### src/pcr_consts.vh
`ifndef PCR_CONSTS_VH
`define PCR_CONSTS_VH
`define PCR_CA_W 10
`define PCR_PKT_WORDS 3'd4
`define PCR_SUB_RESET 4'hF
`define PCR_ID_RESET 8'hFF
`define PCR_WR_OPCODE 5'h03
`define PCR_REG_ID 4'h0
`define PCR_REG_SUB 4'h1
`define PCR_REG_RATE 4'h2
`define PCR_REG_TEST 4'h3
`define PCR_REG_ORR 4'h4
`define PCR_REG_ORW 4'h5
`define PCR_REG_CRR 4'h6
`define PCR_REG_CRW 4'h7
`define PCR_RATE_RESET 8'h02
`define PCR_TEST_RESET 10'h000
`define PCR_LAT_RESET 8'h00
`define PCR_LAT_MAX 8'hFF
`define PCR_RATE_200 6'h02
`endif

### src/pcr_link_sampler.v
`include "pcr_consts.vh"
module pcr_link_sampler (
  input wire clk,
  input wire reset_n,
  input wire linkClk,
  input wire packetFlag,
  input wire [9:0] commandAddressBus,
  output reg wordStrobe,
  output reg wordFlag,
  output reg [9:0] wordData
);
  // two-stage sync on every pin; edge found on the second stage only
  reg [1:0] clkSync_q;
  reg [1:0] flagSync_q;
  reg [19:0] busSync_q;
  reg clkLast_q;
  always @(posedge clk or negedge reset_n) begin
    if (!reset_n) begin
      clkSync_q <= 2'h0;
      flagSync_q <= 2'h0;
      busSync_q <= 20'h00000;
      clkLast_q <= 1'b0;
      wordStrobe <= 1'b0;
      wordFlag <= 1'b0;
      wordData <= 10'h000;
    end else begin
      clkSync_q <= {clkSync_q[0], linkClk};
      flagSync_q <= {flagSync_q[0], packetFlag};
      busSync_q <= {busSync_q[9:0], commandAddressBus};
      clkLast_q <= clkSync_q[1];
      // rising edge of the link clock: capture one word
      wordStrobe <= clkSync_q[1] & ~clkLast_q;
      if (clkSync_q[1] & ~clkLast_q) begin
        wordFlag <= flagSync_q[1];
        wordData <= busSync_q[19:10];
      end
    end
  end
endmodule

### src/pcr_register_bank.v
`include "pcr_consts.vh"
// Functional notes
// sub-address resets to fifteen
// controller gives unique sub-addresses
// match sub-address for register writes
// group bit accepts any sub-address
// both group bits accept every device
// store only four sub-address bits
// primary group bit never stored
// sub-address packet layout
// general register-write packet layout
// controller writes one-hot supported rate
// rate field decoded one-hot
// controller writes the 200 MHz pattern
// controller avoids test register
// open-row read latency register
// open-row write latency register
// closed-row read latency register
// closed-row write latency register
// controller keeps latencies within limits
// fine read verniers adjust read latencies
// controller may vary read latencies
// latency in low eight bits
// compare primary address first
// don't-care bits written zero
// flag marks first packet word only
// reserved selects are ignored
// update only after fourth word
module pcr_register_bank (
  input wire clk,
  input wire reset_n,
  input wire linkClk,
  input wire packetFlag,
  input wire [9:0] commandAddressBus,
  input wire [7:0] primaryDeviceAddress,
  input wire readVernierInc,
  input wire readVernierDec,
  output wire [3:0] groupSubAddress,
  output wire [7:0] clockRateSelect,
  output wire [5:0] clockRateOneHot,
  output wire clockRateIllegal,
  output wire [9:0] vendorTestControl,
  output wire [7:0] openRowReadLatency,
  output wire [7:0] openRowWriteLatency,
  output wire [7:0] closedRowReadLatency,
  output wire [7:0] closedRowWriteLatency,
  output wire [7:0] actualOpenRowReadLatency,
  output wire [7:0] actualClosedRowReadLatency,
  output wire regWriteDone
);
  wire wordStrobe;
  wire wordFlag;
  wire [9:0] wordData;
  localparam [1:0] ST_IDLE = 2'h0;
  localparam [1:0] ST_MATCH = 2'h1;
  localparam [1:0] ST_SELECT = 2'h2;
  localparam [1:0] ST_DATA = 2'h3;
  reg [1:0] incSync_q;
  reg [1:0] decSync_q;
  reg incLast_q;
  reg decLast_q;
  reg [1:0] state_q;
  reg [1:0] state_d;
  reg selected_q;
  reg selected_d;
  reg [3:0] regSel_q;
  reg [3:0] regSel_d;
  reg [8:0] word0_q;
  reg [8:0] word0_d;
  reg [3:0] groupSubAddress_q;
  reg [3:0] groupSubAddress_d;
  reg [7:0] clockRateSelect_q;
  reg [7:0] clockRateSelect_d;
  reg [5:0] clockRateOneHot_q;
  reg [5:0] clockRateOneHot_d;
  reg clockRateIllegal_q;
  reg clockRateIllegal_d;
  reg [9:0] vendorTestControl_q;
  reg [9:0] vendorTestControl_d;
  reg [7:0] openRowReadLatency_q;
  reg [7:0] openRowReadLatency_d;
  reg [7:0] openRowWriteLatency_q;
  reg [7:0] openRowWriteLatency_d;
  reg [7:0] closedRowReadLatency_q;
  reg [7:0] closedRowReadLatency_d;
  reg [7:0] closedRowWriteLatency_q;
  reg [7:0] closedRowWriteLatency_d;
  reg [7:0] actualOpenRowReadLatency_q;
  reg [7:0] actualOpenRowReadLatency_d;
  reg [7:0] actualClosedRowReadLatency_q;
  reg [7:0] actualClosedRowReadLatency_d;
  reg regWriteDone_q;
  reg regWriteDone_d;

  pcr_link_sampler sampler (
    .clk(clk),
    .reset_n(reset_n),
    .linkClk(linkClk),
    .packetFlag(packetFlag),
    .commandAddressBus(commandAddressBus),
    .wordStrobe(wordStrobe),
    .wordFlag(wordFlag),
    .wordData(wordData)
  );

  // one-hot check; any other pattern is reserved or illegal
  function oneHot8;
    input [7:0] v;
    begin
      oneHot8 = (v != 8'h00) && ((v & (v - 8'h01)) == 8'h00);
    end
  endfunction

  // saturating step keeps the adjusted delay inside 0..255
  function [7:0] stepLat;
    input [7:0] v;
    input up;
    input down;
    begin
      if (up && !down && v != `PCR_LAT_MAX)
        stepLat = v + 8'h01;
      else if (down && !up && v != 8'h00)
        stepLat = v - 8'h01;
      else
        stepLat = v;
    end
  endfunction

  wire primaryGroup = word0_q[8];
  wire primaryHit = (word0_q[7:0] == primaryDeviceAddress) | primaryGroup;
  wire subGroup = wordData[4];
  wire subHit = (wordData[3:0] == groupSubAddress_q) | subGroup;
  wire broadcast = primaryGroup & subGroup;
  wire isRegWrite = (wordData[9:5] == `PCR_WR_OPCODE);
  wire selectClean = (wordData[9:7] == 3'h0) && (wordData[2:0] == 3'h0);
  wire incPulse = incSync_q[1] & ~incLast_q;
  wire decPulse = decSync_q[1] & ~decLast_q;
  wire commit = wordStrobe && !wordFlag && state_q == ST_DATA && selected_q;
  wire mappedSel = (regSel_q[3] == 1'b0) && (regSel_q != `PCR_REG_ID);

  assign groupSubAddress = groupSubAddress_q;
  assign clockRateSelect = clockRateSelect_q;
  assign clockRateOneHot = clockRateOneHot_q;
  assign clockRateIllegal = clockRateIllegal_q;
  assign vendorTestControl = vendorTestControl_q;
  assign openRowReadLatency = openRowReadLatency_q;
  assign openRowWriteLatency = openRowWriteLatency_q;
  assign closedRowReadLatency = closedRowReadLatency_q;
  assign closedRowWriteLatency = closedRowWriteLatency_q;
  assign actualOpenRowReadLatency = actualOpenRowReadLatency_q;
  assign actualClosedRowReadLatency = actualClosedRowReadLatency_q;
  assign regWriteDone = regWriteDone_q;

  // vernier pins are async levels; edge found after the second flop
  always @(posedge clk or negedge reset_n) begin
    if (!reset_n) begin
      incSync_q <= 2'h0;
      decSync_q <= 2'h0;
      incLast_q <= 1'b0;
      decLast_q <= 1'b0;
    end else begin
      incSync_q <= {incSync_q[0], readVernierInc};
      decSync_q <= {decSync_q[0], readVernierDec};
      incLast_q <= incSync_q[1];
      decLast_q <= decSync_q[1];
    end
  end

  // word tracker; a new flag always restarts, even mid-packet
  always @* begin
    state_d = state_q;
    selected_d = selected_q;
    regSel_d = regSel_q;
    word0_d = word0_q;
    if (wordStrobe) begin
      if (wordFlag) begin
        word0_d = wordData[9:1];
        selected_d = wordData[0];
        state_d = ST_MATCH;
      end else begin
        case (state_q)
          ST_IDLE: begin
            // flag low while idle is a no-op
            selected_d = 1'b0;
          end
          ST_MATCH: begin
            selected_d = selected_q & isRegWrite & ((primaryHit & subHit) | broadcast);
            state_d = ST_SELECT;
          end
          ST_SELECT: begin
            regSel_d = wordData[6:3];
            selected_d = selected_q & selectClean;
            state_d = ST_DATA;
          end
          ST_DATA: begin
            selected_d = 1'b0;
            state_d = ST_IDLE;
          end
          default: begin
            selected_d = 1'b0;
            state_d = ST_IDLE;
          end
        endcase
      end
    end
  end

  always @(posedge clk or negedge reset_n) begin
    if (!reset_n) begin
      state_q <= ST_IDLE;
      selected_q <= 1'b0;
      regSel_q <= 4'h0;
      word0_q <= 9'h000;
    end else begin
      state_q <= state_d;
      selected_q <= selected_d;
      regSel_q <= regSel_d;
      word0_q <= word0_d;
    end
  end

  // register next values; a commit wins over a vernier step in one cycle
  always @* begin
    groupSubAddress_d = groupSubAddress_q;
    clockRateSelect_d = clockRateSelect_q;
    clockRateOneHot_d = clockRateOneHot_q;
    clockRateIllegal_d = clockRateIllegal_q;
    vendorTestControl_d = vendorTestControl_q;
    openRowReadLatency_d = openRowReadLatency_q;
    openRowWriteLatency_d = openRowWriteLatency_q;
    closedRowReadLatency_d = closedRowReadLatency_q;
    closedRowWriteLatency_d = closedRowWriteLatency_q;
    actualOpenRowReadLatency_d = actualOpenRowReadLatency_q;
    actualClosedRowReadLatency_d = actualClosedRowReadLatency_q;
    regWriteDone_d = 1'b0;
    if (incPulse || decPulse) begin
      actualOpenRowReadLatency_d = stepLat(actualOpenRowReadLatency_q, incPulse, decPulse);
      actualClosedRowReadLatency_d =
        stepLat(actualClosedRowReadLatency_q, incPulse, decPulse);
    end
    if (commit) begin
      regWriteDone_d = mappedSel;
      case (regSel_q)
        `PCR_REG_SUB: begin
          groupSubAddress_d = wordData[3:0];
        end
        `PCR_REG_RATE: begin
          clockRateSelect_d = wordData[7:0];
          clockRateOneHot_d = oneHot8(wordData[7:0]) ? wordData[5:0] : 6'h00;
          clockRateIllegal_d = !oneHot8(wordData[7:0]) || (wordData[7:6] != 2'h0);
        end
        `PCR_REG_TEST: begin
          vendorTestControl_d = wordData;
        end
        `PCR_REG_ORR: begin
          openRowReadLatency_d = wordData[7:0];
          // a fresh write drops the vernier steps taken so far
          actualOpenRowReadLatency_d = wordData[7:0];
        end
        `PCR_REG_ORW: begin
          openRowWriteLatency_d = wordData[7:0];
        end
        `PCR_REG_CRR: begin
          closedRowReadLatency_d = wordData[7:0];
          actualClosedRowReadLatency_d = wordData[7:0];
        end
        `PCR_REG_CRW: begin
          closedRowWriteLatency_d = wordData[7:0];
        end
        default: begin
          // id lives outside this block; reserved selects leave all as is
          regWriteDone_d = 1'b0;
        end
      endcase
    end
  end

  always @(posedge clk or negedge reset_n) begin
    if (!reset_n) begin
      groupSubAddress_q <= `PCR_SUB_RESET;
      clockRateSelect_q <= `PCR_RATE_RESET;
      clockRateOneHot_q <= `PCR_RATE_200;
      clockRateIllegal_q <= 1'b0;
      vendorTestControl_q <= `PCR_TEST_RESET;
      openRowReadLatency_q <= `PCR_LAT_RESET;
      openRowWriteLatency_q <= `PCR_LAT_RESET;
      closedRowReadLatency_q <= `PCR_LAT_RESET;
      closedRowWriteLatency_q <= `PCR_LAT_RESET;
      actualOpenRowReadLatency_q <= `PCR_LAT_RESET;
      actualClosedRowReadLatency_q <= `PCR_LAT_RESET;
      regWriteDone_q <= 1'b0;
    end else begin
      groupSubAddress_q <= groupSubAddress_d;
      clockRateSelect_q <= clockRateSelect_d;
      clockRateOneHot_q <= clockRateOneHot_d;
      clockRateIllegal_q <= clockRateIllegal_d;
      vendorTestControl_q <= vendorTestControl_d;
      openRowReadLatency_q <= openRowReadLatency_d;
      openRowWriteLatency_q <= openRowWriteLatency_d;
      closedRowReadLatency_q <= closedRowReadLatency_d;
      closedRowWriteLatency_q <= closedRowWriteLatency_d;
      actualOpenRowReadLatency_q <= actualOpenRowReadLatency_d;
      actualClosedRowReadLatency_q <= actualClosedRowReadLatency_d;
      regWriteDone_q <= regWriteDone_d;
    end
  end
endmodule

### config.mk
export PLATFORM = sky130hd
export DESIGN_NAME = pcr_register_bank
export DESIGN_NICKNAME = d
export VERILOG_FILES = /design/src/pcr_link_sampler.v /design/src/pcr_register_bank.v
export VERILOG_INCLUDE_DIRS = /design/src
export SDC_FILE = /design/constraint.sdc
export NUM_CORES = 1
export LEC_CHECK = 0
export ABC_CLOCK_PERIOD_IN_PS = 1900
export BUFFER_PORTS_ARGS = -buffer_cell sky130_fd_sc_hd__buf_2
export CORE_MARGIN = 2
export CORE_UTILIZATION = 40
export CTS_BUF_LIST = sky130_fd_sc_hd__clkbuf_8
export DETAILED_ROUTE_END_ITERATION = 7
export GPL_ROUTABILITY_DRIVEN = 0
export HOLD_SLACK_MARGIN = 0.15
export SLEW_MARGIN = 40
export SYNTH_ARGS = -nofsm -noshare
export SYNTH_HDL_FRONTEND = slang
export SYNTH_SLANG_ARGS = --single-unit
### constraint.sdc
create_clock -name clk -period 1.9 [get_ports clk]
set_input_delay 0.095 -clock clk [delete_from_list [all_inputs] [get_ports clk]]
set_output_delay 0.095 -clock clk [all_outputs]
set_load 0.03 [all_outputs]
==> results by group <==
Placement
  • Placement Setup Slack: -0.00906 ns
  • Dpl hpwl: 9560 um
  • Port-buffer cells: 101

Route
  • Initial drt markers: 288
  • DRC viols: 0
  • Routed wire per std cell: around 16 um
  • WL final: between 10000 and 15000 um
  • Initial DRT Pass Iterations: 5
  • Antenna Nets Post-Route: 0
  • Drt via density: 5.19
  • Vias: 4508

CTS
  • Clk_lat worst skew: 0.45 ns
  • Clock transition at path regs: 0.08 ns
  • CTS tree: built
  • Root Buffer: clkbuf_8
  • Clk buf depth: 2
  • Clock sink total: 137
  • CTS Buf Count: 17
  • Clock H-tree levels: 4

STA
  • Final worst path period need: ~1.9 ns
  • RSZ-0062 raised after global routing: yes
  • Period Utilization, post-route: a little under 100%
  • Max-slew headroom: 61.8%
  • Hold slack: 0.201 ns
  • Pins Over Slew Limit: 0
  • Fmax: between 500 and 600 MHz
  • Setup Skew: 0.0147 ns
  • Final hold violations: 0
  • Setup total negative slack: 0 ns
  • Final setup fails: 0
  • Final worst slack: 0.0154 ns
  • Slew of the pin with the lowest slew margin: around 0.57 ns

Synth
  • Most frequent cell after synthesis: dfrtp_1
  • Largest area contributor in the netlist: dfrtp_1
  • Mapped Cells: 513
  • Seq/Total Area, Yosys: between 50 and 60%
  • Post-synth top area share: 55.5%
  • Largest family of logic cells by synthesized area: simple AND/OR/NAND/NOR gates
  • Avg Synthesized Cell Area: 11.5 um^2
  • Synth cell count leaders: dfrtp_1, nand2_1, mux2_2
  • Seq cells post-synth: ~140
  • Synthesized-area fraction occupied by adder cells: about 2.1%
  • Area fraction in compound gates after synthesis: 8.52%
  • Syn Nets: 546
  • Ys async rst share: 100%
  • Synth top area cells: dfrtp_1, mux2_2, nand2_1, dfstp_2, o21ai_0
  • Mux cell area share after synthesis: 10.5%
  • Top_reg_cell synth: dfrtp_1
  • Synth Cell Area: 0.00591 mm^2
  • Area share of xor/xnor cells in the synthesized design: 3.41%
  • Library cells used by synthesis: 60
  • Simple-gate portion of the synthesized area: 14.4%
  • EDFF count, synth: 0
  • Syn. warnings: 0

GRT
  • Vias in the first global route: 4464
  • First-pass GRT wire length: 22900 um
  • Gr ovfl total: 0
  • Largest net degree at the start of global routing: 60
  • Initial antenna violation count: 0
  • Total Routing Usage GR: about 18%

Die
  • Row count: 44
  • Initial Util: 40.8%
  • Die footprint: 0.0158 mm^2
  • Die Y: 126 um
  • Core area: 0.0145 mm^2
  • Die Wd: roughly 130 um
  • I/O pin count: a little over 100

Critical path
  • Max FO, Critical Path: 3
  • Required time of the worst setup path: 2.24 ns
  • Critical Path End Type: flop
  • Crit-path leading delay family: simple AND/OR/NAND/NOR gates
  • Path depth of the worst reg2reg path: 7
  • Setup CP Type: reg2reg
  • CP arrival: 2.22 ns
  • Crit path buf inv count: 1
  • Critical Path Max Stage Delay: roughly 0.47 ns
  • Startpoint types: flop
  • Critical path depth: 7
  • Cell Chain, Critical Path: inv_2 > ha_1 > or4b_4 > o211ai_1 > nand2_1 > xnor2_1 > o21ai_1
  • CP max-delay cell: or4b_4

Job
  • Max_cap viols: 0

Pwr
  • Max IR drop VDD: 0.530 mV
  • Lkg Pwr: 3.68 nW
  • PwrDens: 1230 mW/mm^2

Worst hold path
  • HP Class: in2async

Layout
  • Sequential cell area: 0.00344 mm^2
  • Layout area overhead: 28.5%
  • Layout fillers: about 1300
  • Antenna fix cells: 0
  • Nets@finish: between 700 and 800
  • Multi-input gate area: 0.00236 mm^2
  • Layout cells sized above 1: between 30% and 40%

Status
  • Status: finished clean
==> metrics by stage <==
step / std cells / total power [W] / cell area [um^2] / util (%)
after floorplan: 513 / 0.00572 / 5920 / -
after global placement: 817 / 0.00665 / 6930 / 47.9
after detailed placement: 817 / 0.00672 / 6930 / 47.9
after CTS: 864 / 0.00927 / 7490 / 51.8
after global routing: 868 / 0.00985 / 7590 / 52.4
final: 868 / 0.00932 / 7590 / 52.4
==> power breakdown <==
group / internal [W] / switching (W) / total, W / leakage (nW)
Sequential: 0.00342 / 0.000462 / 0.00388 / 1.73
Clock: 0.00130 / 0.00119 / 0.00249 / 0.211
Combinational: 0.00118 / 0.00176 / 0.00295 / 1.75
==> registers in the layout, indices dropped and copies added, names as in the netlist, 8 cells and up <==
register and flops:
openRowReadLatency 8, sampler.busSync_q 20, sampler.wordData 10, word0_q 9
closedRowReadLatency 8, actualOpenRowReadLatency 8, closedRowWriteLatency 8, actualClosedRowReadLatency 8
openRowWriteLatency 8, clockRateSelect 8, vendorTestControl 10
==> repair_timing <==
action                                  in CTS  in global routing
buffers inserted                             0                  4
hold buffers                                15                  0
endpoints found under the hold margin      149                  0
resized for setup                            1                 15
endpoints found under the setup margin       4                 52
pin swaps                                    0                  6
==> cells by family (layout without fill, tap and decap cells) <==
logic type                 Yosys count  in the layout
DFF                                137            137
xor gates and xnor gates            23             23
buffers and inverters               46            217
muxes                               55             55
and+or+nand+nor                    164            164
adders and majority gates           10             10
AOI/OAI and AO/OA                   78             78
==> area by class of cell <==
cell class / instances / share of cell area (%)
Sequential cell: 137 / 45.4
Multi-Input combinational cell: 330 / 31.1
Timing Repair Buffer: 163 / 14.0
Clock buffer: 17 / 3.08
Tap cell: 184 / 3.03
Clock inverter: 15 / 2.29
Inverter: 22 / 1.09
==> final timing paths <==
path | to | startpoint | slack (ns)
worst max-delay path | actualClosedRowReadLatency[0] | actualClosedRowReadLatency[0] | 0.02
worst min-delay path | decSync_q[0] | reset_n | 0.20
worst max register to register | actualClosedRowReadLatency[0] | actualClosedRowReadLatency[0] | 0.02
worst min register to register | sampler.busSync_q[15] | sampler.busSync_q[5] | 0.34
max in group asynchronous | clockRateSelect[1] | reset_n | 1.00
min in group clk | sampler.busSync_q[2] | commandAddressBus[2] | 0.27
==> layout by cell type, fill, tap and decap left out, types with 4 or more instances in the layout <==
master,instances
a21oi_1,8
buf_12,4
buf_2,100
buf_4,43
clkbuf_8,17
dfrtp_1,124
dfrtp_2,7
dfstp_2,6
dlygate4sd3_1,15
ha_1,8
inv_1,22
mux2_1,4
mux2_2,50
nand2_1,76
nand2b_1,5
nand3_1,11
nor2_1,14
nor2_2,4
nor2b_1,4
nor3_1,8
nor4_1,8
o21ai_0,28
o21ai_1,5
o22ai_1,6
o31ai_1,6
xnor2_1,9
xor2_1,14
==> layer usage <==
metal	track usage, %	vias to the layer above	share of wire [%]
met2	29.3	156	49
met4	6.86	0	2.0
met1	23.9	2214	43
li1	-	2106	-
met3	5.56	32	5.8
met5	0	-	0
Note: power is estimated with default switching activity, not from simulation.
